**src/common/bsasp_map.vh**
```
// timing and field constants for the byte-select async sram port controller
`ifndef BSASP_MAP_VH
`define BSASP_MAP_VH

// ----------------------------------------------------------------------------
// widths
// ----------------------------------------------------------------------------
`define BSASP_ADDR_W        18
`define BSASP_DATA_W        32
`define BSASP_LANES         4

// ----------------------------------------------------------------------------
// timing in ns, fastest grade
// ----------------------------------------------------------------------------
`define BSASP_CLK_NS                        5
`define BSASP_ADDRESS_SETUP_TO_WRITE_START  2
`define BSASP_ADDRESS_SETUP_TO_WRITE_END    18
`define BSASP_ADDRESS_HOLD_AFTER_WRITE_END  2
`define BSASP_DATA_SETUP_TO_WRITE_END       13
`define BSASP_DATA_HOLD_AFTER_WRITE_END     2
`define BSASP_SELECT_LOW_TO_WRITE_END       18
`define BSASP_WRITE_PULSE_WIDTH             15
`define BSASP_ADDRESS_ACCESS_TIME           20
`define BSASP_SELECT_ACCESS_TIME            20
`define BSASP_SELECT_HIGH_TO_FLOAT          20

// ----------------------------------------------------------------------------
// cycle counts; least times round up
// ----------------------------------------------------------------------------
`define BSASP_CYC_UP(ns) (((ns) + `BSASP_CLK_NS - 1) / `BSASP_CLK_NS)
`define BSASP_SA_CYC  `BSASP_CYC_UP(`BSASP_ADDRESS_SETUP_TO_WRITE_START)
`define BSASP_WE_CYC  `BSASP_CYC_UP(`BSASP_WRITE_PULSE_WIDTH)
`define BSASP_AW_CYC  `BSASP_CYC_UP(`BSASP_ADDRESS_SETUP_TO_WRITE_END)
`define BSASP_HD_CYC  `BSASP_CYC_UP(`BSASP_DATA_HOLD_AFTER_WRITE_END)
// read samples after access time plus the three-flop input path
`define BSASP_RD_CYC  (`BSASP_CYC_UP(`BSASP_ADDRESS_ACCESS_TIME) + 3)
`define BSASP_HZ_CYC  `BSASP_CYC_UP(`BSASP_SELECT_HIGH_TO_FLOAT)

`endif

```
**src/logic/bsasp_ctrl.v**
```verilog
// host-side controller driving a 256k x 32 byte-select asynchronous sram
// Function
// RULE1: memory holds 256K words of 32 bits, 18-bit address, shared data bus
// RULE2: four selects gate byte lanes, two write enables cover half-words
// RULE3: a write happens only while select and its write enable are both low
// RULE4: a write ends when select or write enable rises first
// RULE5: data stable 13 ns before write end and 2 ns after it
// RULE6: address stable at least 18 ns before the write ends
// RULE7: address held at least 2 ns after the write ends
// RULE8: address set up at least 2 ns before the write begins
// RULE9: select low 18 ns before write end, write pulse at least 15 ns
// RULE10: read data valid within 20 ns of stable address
// RULE11: read data valid within 20 ns of select going low
// RULE12: old read data stays valid 5 ns after address change
// RULE13: write enables stay high throughout a read
// RULE14: deselected device powers down within 20 ns, wakes at once
// RULE15: select and write enable rising together keeps outputs floating
// RULE16: device floats outputs faster than it starts driving them
`include "bsasp_map.vh"

module bsasp_ctrl (
  // clock and reset
  input  wire                        mclk,
  input  wire                        reset,
  // user request
  input  wire                        req_valid,
  input  wire                        req_write,
  input  wire [`BSASP_ADDR_W-1:0]    req_addr,
  input  wire [`BSASP_DATA_W-1:0]    req_wdata,
  input  wire [`BSASP_LANES-1:0]     req_lanes,
  output reg                         req_ready_q,
  // user answer
  output reg                         rsp_valid_q,
  output reg  [`BSASP_DATA_W-1:0]    rsp_rdata_q,
  // memory pins
  output reg  [`BSASP_ADDR_W-1:0]    address_bus_q,
  output reg  [`BSASP_LANES-1:0]     sel_n_q,
  output reg  [1:0]                  we_n_q,
  input  wire [`BSASP_DATA_W-1:0]    data_in,
  output reg  [`BSASP_DATA_W-1:0]    data_out_q,
  output reg                         data_oe_q
);

  // --------------------------------------------------------------------------
  // states
  // --------------------------------------------------------------------------
  localparam [2:0] ST_IDLE  = 3'h0;
  localparam [2:0] ST_WSET  = 3'h1;
  localparam [2:0] ST_WPUL  = 3'h2;
  localparam [2:0] ST_WHOLD = 3'h3;
  localparam [2:0] ST_RACC  = 3'h4;
  localparam [2:0] ST_FLOAT = 3'h5;

  // cycle counts worked out as integers, then cut to the counter width on purpose
  localparam integer SA_CYC_I = `BSASP_SA_CYC;
  localparam integer WE_CYC_I = `BSASP_WE_CYC;
  localparam integer AW_CYC_I = `BSASP_AW_CYC;
  localparam integer HD_CYC_I = `BSASP_HD_CYC;
  localparam integer RD_CYC_I = `BSASP_RD_CYC;
  localparam integer HZ_CYC_I = `BSASP_HZ_CYC;
  // pulse covers both write-pulse and setup-to-end minima
  localparam integer WP_CYC_I = (AW_CYC_I > WE_CYC_I) ? AW_CYC_I : WE_CYC_I;

  // counter is four bits: a slower grade needing over 15 cycles must widen it
  localparam [3:0] SA_CYC = SA_CYC_I[3:0];
  localparam [3:0] WP_CYC = WP_CYC_I[3:0];
  localparam [3:0] HD_CYC = HD_CYC_I[3:0];
  localparam [3:0] RD_CYC = RD_CYC_I[3:0];
  localparam [3:0] HZ_CYC = HZ_CYC_I[3:0];

  // --------------------------------------------------------------------------
  // half-word write enables from lane mask
  // --------------------------------------------------------------------------
  function [1:0] lanes_to_we;
    input [3:0] lanes;
    begin
      lanes_to_we = {|lanes[3:2], |lanes[1:0]}; // RULE2
    end
  endfunction

  reg  [2:0]                 state_q;
  reg  [3:0]                 cnt_q;
  reg  [`BSASP_LANES-1:0]    lanes_q;
  reg  [`BSASP_DATA_W-1:0]   din_s1_q;
  reg  [`BSASP_DATA_W-1:0]   din_s2_q;
  reg  [`BSASP_DATA_W-1:0]   din_s3_q;

  // --------------------------------------------------------------------------
  // read data synchroniser; sampled only when second and third stages agree
  // --------------------------------------------------------------------------
  always @(posedge mclk or posedge reset)
  begin
    if (reset)
    begin
      din_s1_q <= 32'h0;
      din_s2_q <= 32'h0;
      din_s3_q <= 32'h0;
    end
    else
    begin
      din_s1_q <= data_in;
      din_s2_q <= din_s1_q;
      din_s3_q <= din_s2_q;
    end
  end

  // --------------------------------------------------------------------------
  // cycle sequencer
  // --------------------------------------------------------------------------
  always @(posedge mclk or posedge reset)
  begin
    if (reset)
    begin
      state_q       <= ST_IDLE;
      cnt_q         <= 4'h0;
      lanes_q       <= 4'h0;
      req_ready_q   <= 1'b0;
      rsp_valid_q   <= 1'b0;
      rsp_rdata_q   <= 32'h0;
      address_bus_q <= 18'h0;
      sel_n_q       <= 4'hf;
      we_n_q        <= 2'h3;
      data_out_q    <= 32'h0;
      data_oe_q     <= 1'b0;
    end
    else
    begin
      rsp_valid_q <= 1'b0;
      case (state_q)
        ST_IDLE:
        begin
          req_ready_q <= 1'b1;
          if (req_valid && req_ready_q)
          begin
            req_ready_q   <= 1'b0;
            address_bus_q <= req_addr; // RULE1
            lanes_q       <= req_lanes;
            if (req_write)
            begin
              // address and data settle before any strobe falls
              data_out_q <= req_wdata;
              data_oe_q  <= 1'b1;
              cnt_q      <= SA_CYC;
              state_q    <= ST_WSET; // RULE8
            end
            else
            begin
              sel_n_q <= ~req_lanes; // RULE2
              we_n_q  <= 2'h3; // RULE13
              cnt_q   <= RD_CYC;
              state_q <= ST_RACC;
            end
          end
        end
        ST_WSET:
        begin
          if (cnt_q > 4'h1)
            cnt_q <= cnt_q - 4'h1;
          else
          begin
            // select and write enable fall together: overlap starts here
            sel_n_q <= ~lanes_q; // RULE3
            we_n_q  <= ~lanes_to_we(lanes_q); // RULE2
            cnt_q   <= WP_CYC;
            state_q <= ST_WPUL;
          end
        end
        ST_WPUL:
        begin
          if (cnt_q > 4'h1)
            cnt_q <= cnt_q - 4'h1; // RULE9 RULE6 RULE5
          else
          begin
            // write enable rises first and ends the write
            we_n_q  <= 2'h3; // RULE4
            cnt_q   <= HD_CYC;
            state_q <= ST_WHOLD;
          end
        end
        ST_WHOLD:
        begin
          if (cnt_q > 4'h1)
            cnt_q <= cnt_q - 4'h1; // RULE7 RULE5
          else
          begin
            sel_n_q     <= 4'hf;
            data_oe_q   <= 1'b0;
            req_ready_q <= 1'b1;
            state_q     <= ST_IDLE;
          end
        end
        ST_RACC:
        begin
          if (cnt_q > 4'h1)
            cnt_q <= cnt_q - 4'h1; // RULE10 RULE11
          else if (din_s2_q == din_s3_q)
          begin
            rsp_rdata_q <= din_s3_q;
            rsp_valid_q <= 1'b1;
            sel_n_q     <= 4'hf; // RULE14
            cnt_q       <= HZ_CYC;
            state_q     <= ST_FLOAT;
          end
        end
        ST_FLOAT:
        begin
          // let the memory release the bus before we may drive it
          if (cnt_q > 4'h1)
            cnt_q <= cnt_q - 4'h1; // RULE16
          else
          begin
            req_ready_q <= 1'b1;
            state_q     <= ST_IDLE;
          end
        end
        default:
        begin
          state_q <= ST_IDLE;
        end
      endcase
    end
  end

endmodule

```
**config.mk**
```make
export PLATFORM = sky130hd
export DESIGN_NAME = bsasp_ctrl
export DESIGN_NICKNAME = d
export VERILOG_FILES = /design/src/logic/bsasp_ctrl.v
export VERILOG_INCLUDE_DIRS = /design/src /design/src/common
export SDC_FILE = /design/constraint.sdc
export NUM_CORES = 1
export LEC_CHECK = 0
export BUFFER_PORTS_ARGS = -buffer_cell sky130_fd_sc_hd__buf_2
export CORE_MARGIN = 10
export CORE_UTILIZATION = 52
export CTS_CLUSTER_SIZE = 30
export DETAILED_ROUTE_END_ITERATION = 12
export PLACE_DENSITY_LB_ADDON = 0.12
export SETUP_SLACK_MARGIN = 0.05
export SYNTH_ARGS = -nofsm -noshare
export SYNTH_HDL_FRONTEND = slang
export SYNTH_SLANG_ARGS = --single-unit
```
**constraint.sdc**
```tcl
create_clock -name mclk -period 6.68 [get_ports mclk]
set_input_delay 0.668 -clock mclk [delete_from_list [all_inputs] [get_ports mclk]]
set_output_delay 0.668 -clock mclk [all_outputs]
set_load 0.005 [all_outputs]
```
* Yosys cells after proc, flatten, opt, wreduce, memory -nomap -nowiden
Cells that the tools add are included.
Storage, ports and cells: logic and storage cells 94, memories kept 0, RAM bits 0, output and inout bits 91, latch bits 0, memory bits (read-only) 0, input port bits 90, register bits 198
Operators by class: add/subtract/negate cells 1, shifts and indexed selects 0, eq/ne operators 17, divide/modulo/power cells 0, bitwise logic cells 4, multipliers 0, order comparisons 1, mux-type cells 38, reduce and logical (&&, ||, !) cells 19
Operators by type and width (count):
- $mux W4 | 12
- $eq A32 B32 Y1 | 1
- $mux W3 | 8
- $pmux W4 S5 | 1
- $ne A2 B2 Y1 const B | 9
- $pmux W4 S4 | 1
- $pmux W3 S5 | 1
- $mux W1 | 8
- $mux W2 | 4
- $not A4 Y4 | 2
- $reduce_and A4 Y1 | 2
- $reduce_and A7 Y1 | 1
- $eq A3 B2 Y1 const B | 2
- $eq A3 B3 Y1 const B | 2
- $pmux W2 S3 | 1
- $reduce_and A3 Y1 | 2
- $reduce_and A6 Y1 | 1
- $reduce_or A2 Y1 | 3
- $reduce_and A5 Y1 | 1
- $reduce_bool A5 Y1 | 1
- $gt A4 B1 Y1 const B | 1
- $pmux W1 S2 | 2
- $reduce_and A2 Y1 | 2
- $reduce_bool A2 Y1 | 2
- other kinds (10) | 10

* Logic depth before layout (Yosys ltp)
Gate-level depths: netlist (run 1).
depth after elaboration 4, mapped depth 8, mapped depth without buffers 8

* Worst setup path before layout (run 1)
OpenSTA, ideal clock, no wires.
kind register -> register, start point register cnt_q[0], end point register rsp_rdata_q[10], arrival time 2039 ps, data required time 6555 ps, buffers on the path 1, library setup time 125 ps, clock period less this slack 2164 ps, cell stages (with the launch flop) 9, setup slack 4516 ps, cells stage by stage dfrtp_1 inv_1 ha_1 nor2_1 nor3_1 nand2_1 nor3_4 buf_6 mux2_4
Between the ends: word-level cells in the longest chain between the ends 3
Ends and longest elaborated chain:
- start: declaration | RTL line bsasp_ctrl.v:82 | reg [3:0] cnt_q;
- start signal: assignment | RTL line bsasp_ctrl.v:158 | cnt_q <= cnt_q - 4'h1;
- start signal: assignment | RTL line bsasp_ctrl.v:171 | cnt_q <= cnt_q - 4'h1;
- start signal: assignment | RTL line bsasp_ctrl.v:183 | cnt_q <= cnt_q - 4'h1;
- $gt A4 B1 Y1 | RTL line bsasp_ctrl.v:194 | if (cnt_q > 4'h1)
- $not A1 Y1 (no source line)
- $reduce_and A3 Y1 (no source line)
- end signal: assignment | RTL line bsasp_ctrl.v:198 | rsp_rdata_q <= din_s3_q;
- end: declaration | RTL line bsasp_ctrl.v:34 | output reg [`BSASP_DATA_W-1:0] rsp_rdata_q,
No other way between the ends. A chain may end at the register's enable or synchronous reset.

* Worst setup path in the final report (run 1)
start point register cnt_q[0], end point register rsp_rdata_q[28]
Same word-level chain as after synthesis.

==> summary.txt, run 1 <==
Power
  • Pwr Density: 390 nW/um^2
  • Clock group share of total power: 0.299
  • Peak VDD IR: 0.232 mV
  • Logic gate share of total power: 0.237
  • P_int: 2.47 mW
  • Sw Ratio: 0.284
  • LEAKAGE: roughly 4.2 nW
  • Seq pwr share: 0.464
  • Total Power: 3.44 mW
  • Switching Power: 976 uW

Clocking
  • Maximum clock path buffer count: 2
  • CTS tree: yes
  • Post-CTS Setup Repair Bufs: 0
  • Total CTS buffers: 17
  • Clk slew on worst S/H paths: 0.07 ns
  • Sink Count: roughly 200
  • Post-cts resize count: 0
  • Worst-Skew Late Latency: about 0.42 ns
  • Root Buffer: clkbuf_16
  • Max H-tree Level: 4
  • Hold_buf cts: 0

GRT
  • Grt ovf: 0
  • First-pass GRT wire length: 23.0 mm
  • Pin count of the biggest net entering global routing: 108
  • Vias in the first global route: 4514
  • Global Route Usage Sum: 0.158
  • Initial antenna violation count: 0

Setup path
  • Worst EP required: 6.98 ns
  • Reg2reg path depth: 8
  • Worst Path Arrival: 2.96 ns
  • Max Fanout on Critical Path: 33
  • Critical path endpoint category: register
  • CP Class: register to register
  • Startpoint types: register

STA
  • Tmin final: roughly 2.7 ns
  • Final Cycle Share: 0.398
  • Final worst slack: between 4 and 5 ns
  • Slew @ Worst Pin: 1.07 ns
  • Hold Fails Final Rpt: 0
  • Relative slew slack: 0.288
  • RSZ-0062 raised after global routing: false
  • # setup viols final: 0
  • Clock skew: 0.0102 ns
  • Post-Route Setup TNS: 0 ns
  • F_max: 0.376 GHz
  • Final max-slew violation count: 0

Yosys
  • Share of the synthesized area in the top cell type: 0.672
  • Yosys top cell by area: dfrtp_1
  • Syn. warnings: 0
  • Synth cell types: 42
  • Syn_nets: ~540
  • Post-synthesis sequential area ratio: 0.694
  • Mapped Avg Cell Area: ~16 sq um
  • Cell count after synthesis: 451
  • Cell area after synthesis: slightly above 7000 sq um
  • Synth area leaders: dfrtp_1 (67%), mux2_2 (9.9%), mux2_4 (6.1%), xnor2_1 (4.0%), dfstp_2 (2.2%)
  • Yosys reg bits: approximately 200

Run
  • MaxCap Viol Count: 0

Outcome
  • Status: complete, no violations

Floorplanning
  • Die Y: 137 microns
  • # IOs: between 150 and 200
  • # rows: 42
  • Full die area: 18800 sq um
  • Floorplan core area: 13300 sq um
  • Chip width: between 100 and 150 microns
  • Starting Density: 0.535

Drt
  • Met3 Wirelength: 1.05 mm
  • Initial DRC Count: 310
  • Post-Route M1 WL: roughly 5.8 mm
  • Vias per cell: 5.08
  • Top routing layer in use: met4
  • Vias: 4204
  • DRC Markers: 0
  • Metal2 WL: 7.55 mm
  • Post-DR wirelength/cell: 17.8 microns
  • Post-route ant nets: 0
  • Number of detailed-route iterations in the first pass: 4
  • WL final: 14.7 mm

Finish
  • Most common cell after layout, fill and taps aside: dfrtp_1
  • FILL cells: 991
  • ANT cells: 0
  • Share of layout cells above drive strength 1: 0.491
  • Area Overhead vs Synth: 23.4%
  • Commonest non-fill, non-tap cells in the layout: dfrtp_1 (192), buf_2 (180), mux2_2 (63), xnor2_1 (33), mux2_4 (29)
  • Final net count: 731

Placement
  • GPL Wtd Cong: between 0.8 and 0.9
  • Post-DP HPWL: 10.6 mm
  • # port buffers: 180
  • Dpl ws: slightly above 4 ns

Hold path
  • Hold crit path type: input pin to register
  • Worst hold stages: 1
cells in the mapped netlist:
cell	number
nor3_1	3
nand2b_1	1
a31o_2	1
a22oi_1	5
dfrtp_1	192
inv_1	8
a221oi_1	1
buf_6	3
nor2b_1	2
a311oi_1	1
maj3_1	1
buf_2	2
a211oi_1	2
and2_1	1
mux2_4	29
xnor2_1	33
o22ai_1	1
nand3b_1	2
or3_1	2
clkbuf_8	1
or2_2	2
a31oi_1	7
mux2_2	63
o21ai_0	10
nand2_2	1
nor4_1	1
a41oi_1	2
a2bb2oi_1	1
o211ai_1	3
dfstp_2	6
nor2_1	18
a22o_1	1
nor4_2	1
a21boi_0	2
buf_1	4
ha_1	2
clkbuf_1	5
mux2i_1	2
nand4_1	8
nand2_1	14
nor3_4	1
a21oi_1	6
cell type report:
class / instances / area (sq um) / area share
inverters: 8 / 37.5 / 0.00426
repair buffers: 184 / 931 / 0.106
clock inverters: 13 / 169 / 0.0192
clock buffers: 19 / 433 / 0.0491
flip-flops and latches: 198 / 4960 / 0.563
multi-input cells: 230 / 2060 / 0.234
well taps: 176 / 220 / 0.0250
cell families (layout without fill, tap and decap cells):
group	after synthesis	count (layout)	synth area share
compound gates	43	43	0.0394
xor+xnor	33	33	0.0404
fa+ha+maj	3	3	0.00490
buf+inv	23	224	0.0170
flops	198	198	0.694
mux	94	94	0.163
simple gates	57	57	0.0408
through the flow:
stage / util / instance area, sq um / hold slack (ns) / instances
finish: 0.661 / 8820 / 0.345 / 828
detailed placement: 0.615 / 8220 / 0.335 / 796
global placement: 0.615 / 8220 / 0.332 / 796
global route: 0.661 / 8820 / 0.321 / 828
CTS: 0.661 / 8820 / 0.323 / 828
floorplan: - / 7150 / 0.331 / 451
path summary, 6_finish.rpt:
check	start	end	slack, ns
worst max-delay path	cnt_q[0]	rsp_rdata_q[28]	4.02
worst min-delay path	data_in[3]	din_s1_q[3]	0.35
worst max register to register	cnt_q[0]	rsp_rdata_q[28]	4.02
worst min register to register	din_s1_q[22]	din_s2_q[22]	0.35
max in group asynchronous	reset	din_s2_q[0]	4.75
min in group asynchronous	reset	data_out_q[27]	0.36
worst max-delay path: stages, from the launching register on:
cell and delay (ns):
dfrtp_1 0.43, inv_1 0.08, ha_1 0.23, nor2_1 0.09
nor3_1 0.45, nand2_1 0.17, nor3_4 0.14, buf_4 0.54
mux2_2 0.40
state kept, by name, indices dropped and copies added (netlist names):
register	cells
data_out_q	32
din_s1_q	32
din_s2_q	32
din_s3_q	32
rsp_rdata_q	32
address_bus_q	18
cnt_q	4
lanes_q	4
sel_n_q	4
state_q	3
we_n_q	2
data_oe_q	1
req_ready_q	1
rsp_valid_q	1
power groups by stage:
stage | logic, mW | clock network, mW | registers (mW)
after floorplan | 0.514 | 0 | 1.59
after global placement | 0.808 | 0 | 1.60
after detailed placement | 0.827 | 0 | 1.62
after CTS | 0.829 | 1.05 | 1.60
after global routing | 0.905 | 1.10 | 1.63
final | 0.816 | 1.03 | 1.60
metal layers:
| metal | global-route usage | up-vias |
|---|---|---|
| li1 | - | 1945 |
| met1 | 0.184 | 2110 |
| met2 | 0.255 | 130 |
| met3 | 0.0612 | 19 |
| met4 | 0.0732 | 0 |
| met5 | 0 | - |
Power figures use the tool's default switching activity.
==> run 2: changes to the inputs <==
--- a/config.mk
+++ b/config.mk
@@ -8,7 +8,7 @@
 export LEC_CHECK = 0
 export BUFFER_PORTS_ARGS = -buffer_cell sky130_fd_sc_hd__buf_2
 export CORE_MARGIN = 10
-export CORE_UTILIZATION = 52
+export CORE_UTILIZATION = 47
 export CTS_CLUSTER_SIZE = 30
 export DETAILED_ROUTE_END_ITERATION = 12
 export PLACE_DENSITY_LB_ADDON = 0.12
==> constraint.sdc (replaced) <==
create_clock -name mclk -period 2.2 [get_ports mclk]
set_input_delay 0.22 -clock mclk [delete_from_list [all_inputs] [get_ports mclk]]
set_output_delay 0.22 -clock mclk [all_outputs]
set_load 0.005 [all_outputs]
==> run 2 against run 1 <==
  * Register-to-register slack got worse by 4.0 ns
  * Flip-flop and latch count did not move
  * Largest power group unchanged
  * Die area rose by 9.1%
==> summary.txt, run 2 (synthesis results as in run 1) <==
Outcome
  • Status: complete, no violations

Clocking
  • Total CTS buffers: 17 (unchanged)
  • Clk slew on worst S/H paths: 0.07 ns (about the same)
  • Sink Count: 198 (unchanged)
  • Max H-tree Level: 4 (unchanged)
  • Maximum clock path buffer count: 2 (unchanged)
  • Worst-Skew Late Latency: 0.42 ns (about the same)
  • CTS tree: yes
  • Root Buffer: clkbuf_16

Power
  • Peak VDD IR: 0.738 mV (+220%)
  • Pwr Density: 1130 nW/um^2 (+190%)
  • LEAKAGE: 4.58 nW (+7.9%)

STA
  • Relative slew slack: 0.526 (+0.237)
  • Final max-slew violation count: 0 (unchanged)
  • Hold Fails Final Rpt: 0 (unchanged)
  • Tmin final: 2.17 ns (-0.489 ns)
  • F_max: 0.461 GHz (+23%)
  • Post-Route Setup TNS: 0 ns (unchanged)
  • # setup viols final: 0 (unchanged)
  • Clock skew: 0.0121 ns (+0.00196 ns)
  • Final Cycle Share: 0.986 (+0.588)
  • Slew @ Worst Pin: 0.711 ns (-0.356 ns)
  • RSZ-0062 raised after global routing: true
  • Hold WS: 0.0223 ns (-0.323 ns)

Drt
  • DRC Markers: 0 (unchanged)
  • Post-route ant nets: 0 (unchanged)
  • Number of detailed-route iterations in the first pass: 4 (unchanged)
  • Post-DR wirelength/cell: 17.1 microns (-3.5%)
  • Initial DRC Count: 311 (+0.32%)
  • Vias per cell: 4.94 (-2.8%)
  • Vias: 4427 (+5.3%)
  • WL final: 15.4 mm (+4.5%)

Setup path
  • Crit-path leading delay family: simple AND/OR/NAND/NOR gates
  • Worst R2R Setup Slack: 0.03 ns (-3.99 ns)
  • Crit-path cells: xnor2_1 > nand4_1 > nor4_4 > nand2_2 > nor3_4 > buf_4 > buf_16 > mux2_4
  • CP max-delay cell: dfrtp_1
  • Max incr delay on CP: 0.40 ns (-0.14 ns)
  • CP Class: register to register
  • Startpoint types: register
  • Worst EP required: 2.51 ns (-4.47 ns)
  • Critical path endpoint category: register
  • Worst Path Arrival: 2.47 ns (-0.49 ns)
  • WP buf/inv: 2 (unchanged)
  • Max Fanout on Critical Path: 10 (-70%)

Floorplanning
  • Floorplan core area: 15000 sq um (+13%)
  • Full die area: 20500 sq um (+9.1%)
  • # IOs: 181 (unchanged)
  • Starting Density: 0.475 (-0.0600)
  • Chip width: 143 microns (+4.4%)
  • # rows: 45 (+7.1%)
  • Die Y: 143 microns (+4.4%)

Run
  • MaxCap Viol Count: 0 (unchanged)

Finish
  • FILL cells: 1124 (+13%)
  • Commonest non-fill, non-tap cells in the layout: dfrtp_1 (192), buf_2 (180), mux2_2 (56), mux2_4 (36), dlygate4sd3_1 (36)
  • Final design utilization: 0.635 (-0.0255)
  • ANT cells: 0 (unchanged)
  • Most common cell after layout, fill and taps aside: dfrtp_1
  • Area Overhead vs Synth: 33.6%
  • Share of layout cells above drive strength 1: 0.494 (+0.00286)
  • Final net count: 788 (+7.8%)

GRT
  • Vias in the first global route: 4855 (+7.6%)
  • Initial antenna violation count: 0 (unchanged)
  • Global Route Usage Sum: 0.153 (-0.00547)
  • Grt ovf: 0 (unchanged)
  • Pin count of the biggest net entering global routing: 142 (+31%)
  • First-pass GRT wire length: 24.6 mm (+7.0%)

Hold path
  • Hold crit path type: input pin to register

Placement
  • GPL Wtd Cong: 0.803 (-3.0%)
  • Post-DP HPWL: 10.7 mm (+0.61%)
  • # port buffers: 180 (unchanged)
run 2: cell count changes in the layout (fill, tap and decap cells not counted), moves of 3 or more:
cell           change
buf_12             +4
mux2_4             +7
nor2_2             +3
mux2_2             -7
nor2_1             -3
dlygate4sd3_1     +36
buf_4             +12
run 2: worst paths after layout:
| path | from | end | cells past startpoint |
|---|---|---|---|
| max in group asynchronous | reset | din_s2_q[11] | 4 |
| min in group asynchronous | reset | din_s1_q[31] | 3 |
| setup reg to reg | din_s3_q[21] | rsp_rdata_q[3] | 8 |
| hold / removal | req_wdata[29] | data_out_q[29] | 2 |
| hold reg to reg | din_s1_q[15] | din_s2_q[15] | 0 |
| setup / recovery | din_s3_q[21] | rsp_rdata_q[3] | 8 |
run 2: final cells by class:
type	instances	area, sq um	area share
inverters	8	33.8	0.00354
multi-input cells	230	2140	0.224
repair buffers	241	1560	0.164
well taps	188	235	0.0246
clock inverters	13	170	0.0178
flip-flops and latches	198	4960	0.520
clock buffers	19	443	0.0464
run 2: per-stage QoR:
step	cells	power, mW	cell area, sq um	setup WS (ns)
floorplan	451	6.41	7150	-0.575
global placement	821	7.46	8380	0.0155
detailed placement	821	7.57	8380	-0.0559
CTS	894	10.9	9430	0.0250
global route	897	11.5	9550	-0.0815
finish	897	10.8	9550	0.0310
run 2: worst reg2reg max path: cells and delay by family (launching register included):
family,cells,cell delay [ns]
buffers and inverters,2,0.33
and+or+nand+nor,4,0.86
xor gates and xnor gates,1,0.16
muxes,1,0.30
DFF,1,0.40
run 2: power by group:
part | internal, mW | switching (mW)
combinational | 1.51 | 1.30
sequential | 4.38 | 0.434
clock | 1.84 | 1.34
total | 7.73 | 3.07
run 2: timing repair:
| action | CTS | global route |
|---|---|---|
| endpoints found under the setup margin | 36 | 74 |
| resized for setup | 5 | 14 |
| hold endpoints to repair | 36 | 0 |
| gates cloned | 1 | 2 |
| buffers inserted | 4 | 1 |
| pin swaps | 6 | 4 |
| hold buffers | 36 | 0 |
run 2: metal layers:
metal	part of all wire	up-vias	track usage
met4	0.0084	0	0.0553
met2	0.53	113	0.259
met5	0	-	0
met3	0.063	12	0.0535
li1	-	2058	-
met1	0.40	2244	0.175
==> run 3: changes to the inputs <==
--- a/config.mk
+++ b/config.mk
@@ -6,6 +6,7 @@
 export SDC_FILE = /design/constraint.sdc
 export NUM_CORES = 1
 export LEC_CHECK = 0
+export ABC_AREA = 1
 export BUFFER_PORTS_ARGS = -buffer_cell sky130_fd_sc_hd__buf_2
 export CORE_MARGIN = 10
 export CORE_UTILIZATION = 47
==> constraint.sdc (replaced) <==
create_clock -name mclk -period 1.86 [get_ports mclk]
set_input_delay 0.186 -clock mclk [delete_from_list [all_inputs] [get_ports mclk]]
set_output_delay 0.186 -clock mclk [all_outputs]
set_load 0.005 [all_outputs]
==> run 3 against run 2 <==
  * Power up 21%
  * Synthesized area increased by 0.88%
  * Clock skew fell by 0.0035 ns
  * Synthesized cell count rose by 41%
  * First-iteration DRC count grew 23%
  * Wire length up 18%
  * Worst hold slack improved by 0.0081 ns
  * Non-clock buffer count is 47 higher
  * Global-route usage is 2.2 points higher
  * Die area grew 0.75%
  * Highest routed layer unchanged
==> summary.txt, run 3 <==
Outcome
  • Status: complete, no violations

STA
  • Final Cycle Share: 0.966 (-0.0201)
  • F_max: 0.557 GHz (+21%)
  • Slew @ Worst Pin: 0.683 ns (-0.0282 ns)
  • Final max-slew violation count: 0 (unchanged)
  • RSZ-0062 raised after global routing: true
  • # setup viols final: 0 (unchanged)
  • Clock skew: 0.00863 ns (-0.00352 ns)
  • Hold WS: 0.0303 ns (+0.00805 ns)
  • Relative slew slack: 0.544 (+0.0179)
  • Post-Route Setup TNS: 0 ns (unchanged)
  • Tmin final: 1.80 ns (-0.373 ns)
  • Hold Fails Final Rpt: 0 (unchanged)
  • Final worst slack: 0.0636 ns (+0.0326 ns)

Clocking
  • CTS tree: yes
  • Sink Count: 198 (unchanged)
  • Maximum clock path buffer count: 2 (unchanged)
  • Total CTS buffers: 17 (unchanged)
  • Worst-Skew Late Latency: 0.43 ns (about the same)
  • Max H-tree Level: 4 (unchanged)
  • Clk slew on worst S/H paths: 0.07 ns (about the same)
  • Root Buffer: clkbuf_16

Finish
  • Share of layout cells above drive strength 1: 0.363 (-0.131)
  • Final Non-Filler Cells: 1128 (+26%)
  • Final net count: 1018 (+29%)
  • Final Cell Area: 10200 sq um (+7.2%)
  • Final design utilization: 0.678 (+0.0433)
  • Area Overhead vs Synth: 42.0%
  • Commonest non-fill, non-tap cells in the layout: dfrtp_1 (192), buf_2 (180), nand2_1 (178), dlygate4sd3_1 (85), nand3_1 (47)
  • Most common cell after layout, fill and taps aside: dfrtp_1

Setup path
  • Startpoint types: register
  • Critical path endpoint category: register
  • Reg2reg path depth: 10 (+2)
  • Max Fanout on Critical Path: 8 (-2)
  • Crit-path cells: buf_6 > ha_4 > nor2_2 > nor3_4 > inv_2 > nor2_4 > nand2_4 > clkbuf_16 > nand2_2 > nand2_1
  • Worst EP required: 2.17 ns (-0.34 ns)
  • Max incr delay on CP: 0.41 ns (about the same)
  • CP Class: register to register
  • Worst Path Arrival: 2.11 ns (-0.36 ns)
  • CP max-delay cell: dfrtp_1

Yosys
  • Number of flops mapped to enable cells by yosys: 0 (unchanged)
  • Synth cell types: 30 (-29%)
  • Yosys top cell by area: dfrtp_1
  • Main synth FF type: dfrtp_1
  • Count leader, synth: nand2_1
  • Post-synthesis sequential area ratio: 0.688 (-0.00603)
  • Syn_nets: 727 (+34%)
  • Cell area after synthesis: 7210 sq um (+0.88%)
  • Syn. warnings: 0 (unchanged)
  • Synth top cells by count: nand2_1 (215), dfrtp_1 (192), nand3_1 (47)
  • Share of the synthesized area in the top cell type: 0.667 (-0.00584)
  • Mapped Avg Cell Area: 11.4 sq um (-28%)
  • Fraction of registers with async set or reset after synthesis: 1.00 (unchanged)
  • Synth area leaders: dfrtp_1 (67%), nand2_1 (11%), mux2_2 (4.8%), nand3_1 (3.3%), xnor2_1 (2.8%)
  • Cell count after synthesis: 635 (+41%)
  • Yosys reg bits: 198 (unchanged)

Floorplanning
  • # rows: 45 (unchanged)
  • Starting Density: 0.478 (+0.00237)
  • Full die area: 20700 sq um (+0.75%)
  • Chip width: 144 microns (+0.38%)
  • Floorplan core area: 15100 sq um (+0.37%)
  • Die Y: 144 microns (+0.38%)
  • # IOs: 181 (unchanged)

GRT
  • Initial antenna violation count: 1 (+1)
  • First-pass GRT wire length: 28.4 mm (+15%)
  • Vias in the first global route: 5662 (+17%)
  • Grt ovf: 0 (unchanged)
  • Pin count of the biggest net entering global routing: 35 (-75%)
  • Global Route Usage Sum: 0.175 (+0.0221)

Drt
  • Initial DRC Count: 381 (+23%)
  • Post-DR wirelength/cell: 16.1 microns (-6.1%)
  • Post-route ant nets: 0 (unchanged)
  • DRC Markers: 0 (unchanged)
  • Vias per cell: 4.77 (-3.3%)
  • WL final: 18.2 mm (+18%)
  • Vias: 5385 (+22%)
  • Number of detailed-route iterations in the first pass: 7 (+3)

Hold path
  • Worst hold stages: 3 (+1)
  • Hold crit path type: input pin to register

Power
  • Pwr Density: 1280 nW/um^2 (+13%)
  • Total Power: 13.1 mW (+21%)
  • LEAKAGE: 5.25 nW (+15%)
  • Peak VDD IR: 0.979 mV (+33%)

Placement
  • Dpl ws: 0.0157 ns (+0.0716 ns)
  • Post-DP Area: 8470 sq um (+1.0%)
  • # port buffers: 180 (unchanged)
  • GPL Wtd Cong: 0.839 (+4.6%)
  • DP Cell Count: 1002 (+22%)
  • Post-DP HPWL: 11.7 mm (+9.3%)

Run
  • MaxCap Viol Count: 0 (unchanged)
## run 3: worst paths after layout
| path | startpoint | to | slack (ns) |
|---|---|---|---|
| max in group asynchronous | reset | sel_n_q[1] | 0.86 |
| hold / removal | req_lanes[0] | lanes_q[0] | 0.03 |
| setup reg to reg | cnt_q[0] | rsp_rdata_q[14] | 0.06 |
| hold reg to reg | din_s1_q[12] | din_s2_q[12] | 0.35 |
| min in group asynchronous | reset | din_s1_q[21] | 0.41 |
| setup / recovery | cnt_q[0] | rsp_rdata_q[14] | 0.06 |
## run 3: worst max-delay path, delay by kind of cell (launching register included)
kind	cells	cell delay (ns)
fa+ha+maj	1	0.12
buf+inv	3	0.45
flops	1	0.41
simple gates	6	0.71
## run 3: logic make-up after synthesis
logic type,synth area share
buffers and inverters,0.0328
xor gates and xnor gates,0.0292
and+or+nand+nor,0.176
DFF,0.688
AOI/OAI and AO/OA,0.0205
muxes,0.0500
adders and majority gates,0.00347
## run 3: repair_timing
action / in CTS / in global routing
setup buffers: 0 / 4
hold buffers: 85 / 0
setup endpoints to repair: 7 / 44
pin swaps: 0 / 9
resized for setup: 2 / 68
cloned: 0 / 4
hold endpoints to repair: 97 / 0
## run 3: per-layer routing
| layer | up-vias | GRT usage | share of wire |
|---|---|---|---|
| met2 | 193 | 0.277 | 0.49 |
| met1 | 2585 | 0.208 | 0.40 |
| met5 | - | 0 | 0 |
| met4 | 0 | 0.0596 | 0.019 |
| met3 | 27 | 0.0776 | 0.091 |
| li1 | 2580 | - | - |
## run 3: area by class of cell
cell class / count / area, sq um
Sequential cell: 198 / 4960
Clock inverter: 12 / 116
Antenna cell: 1 / 2.50
Tap cell: 188 / 235
Clock buffer: 20 / 457
Multi-Input combinational cell: 383 / 2210
Timing Repair Buffer: 288 / 2110
Inverter: 38 / 146
Fill cell: 1128 / 4850
## run 3: power breakdown
group / internal (mW) / total [mW] / switching (mW)
Clock: 1.93 / 3.54 / 1.61
Combinational: 1.76 / 3.80 / 2.05
Sequential: 5.21 / 5.72 / 0.516
Total: 8.90 / 13.1 / 4.17
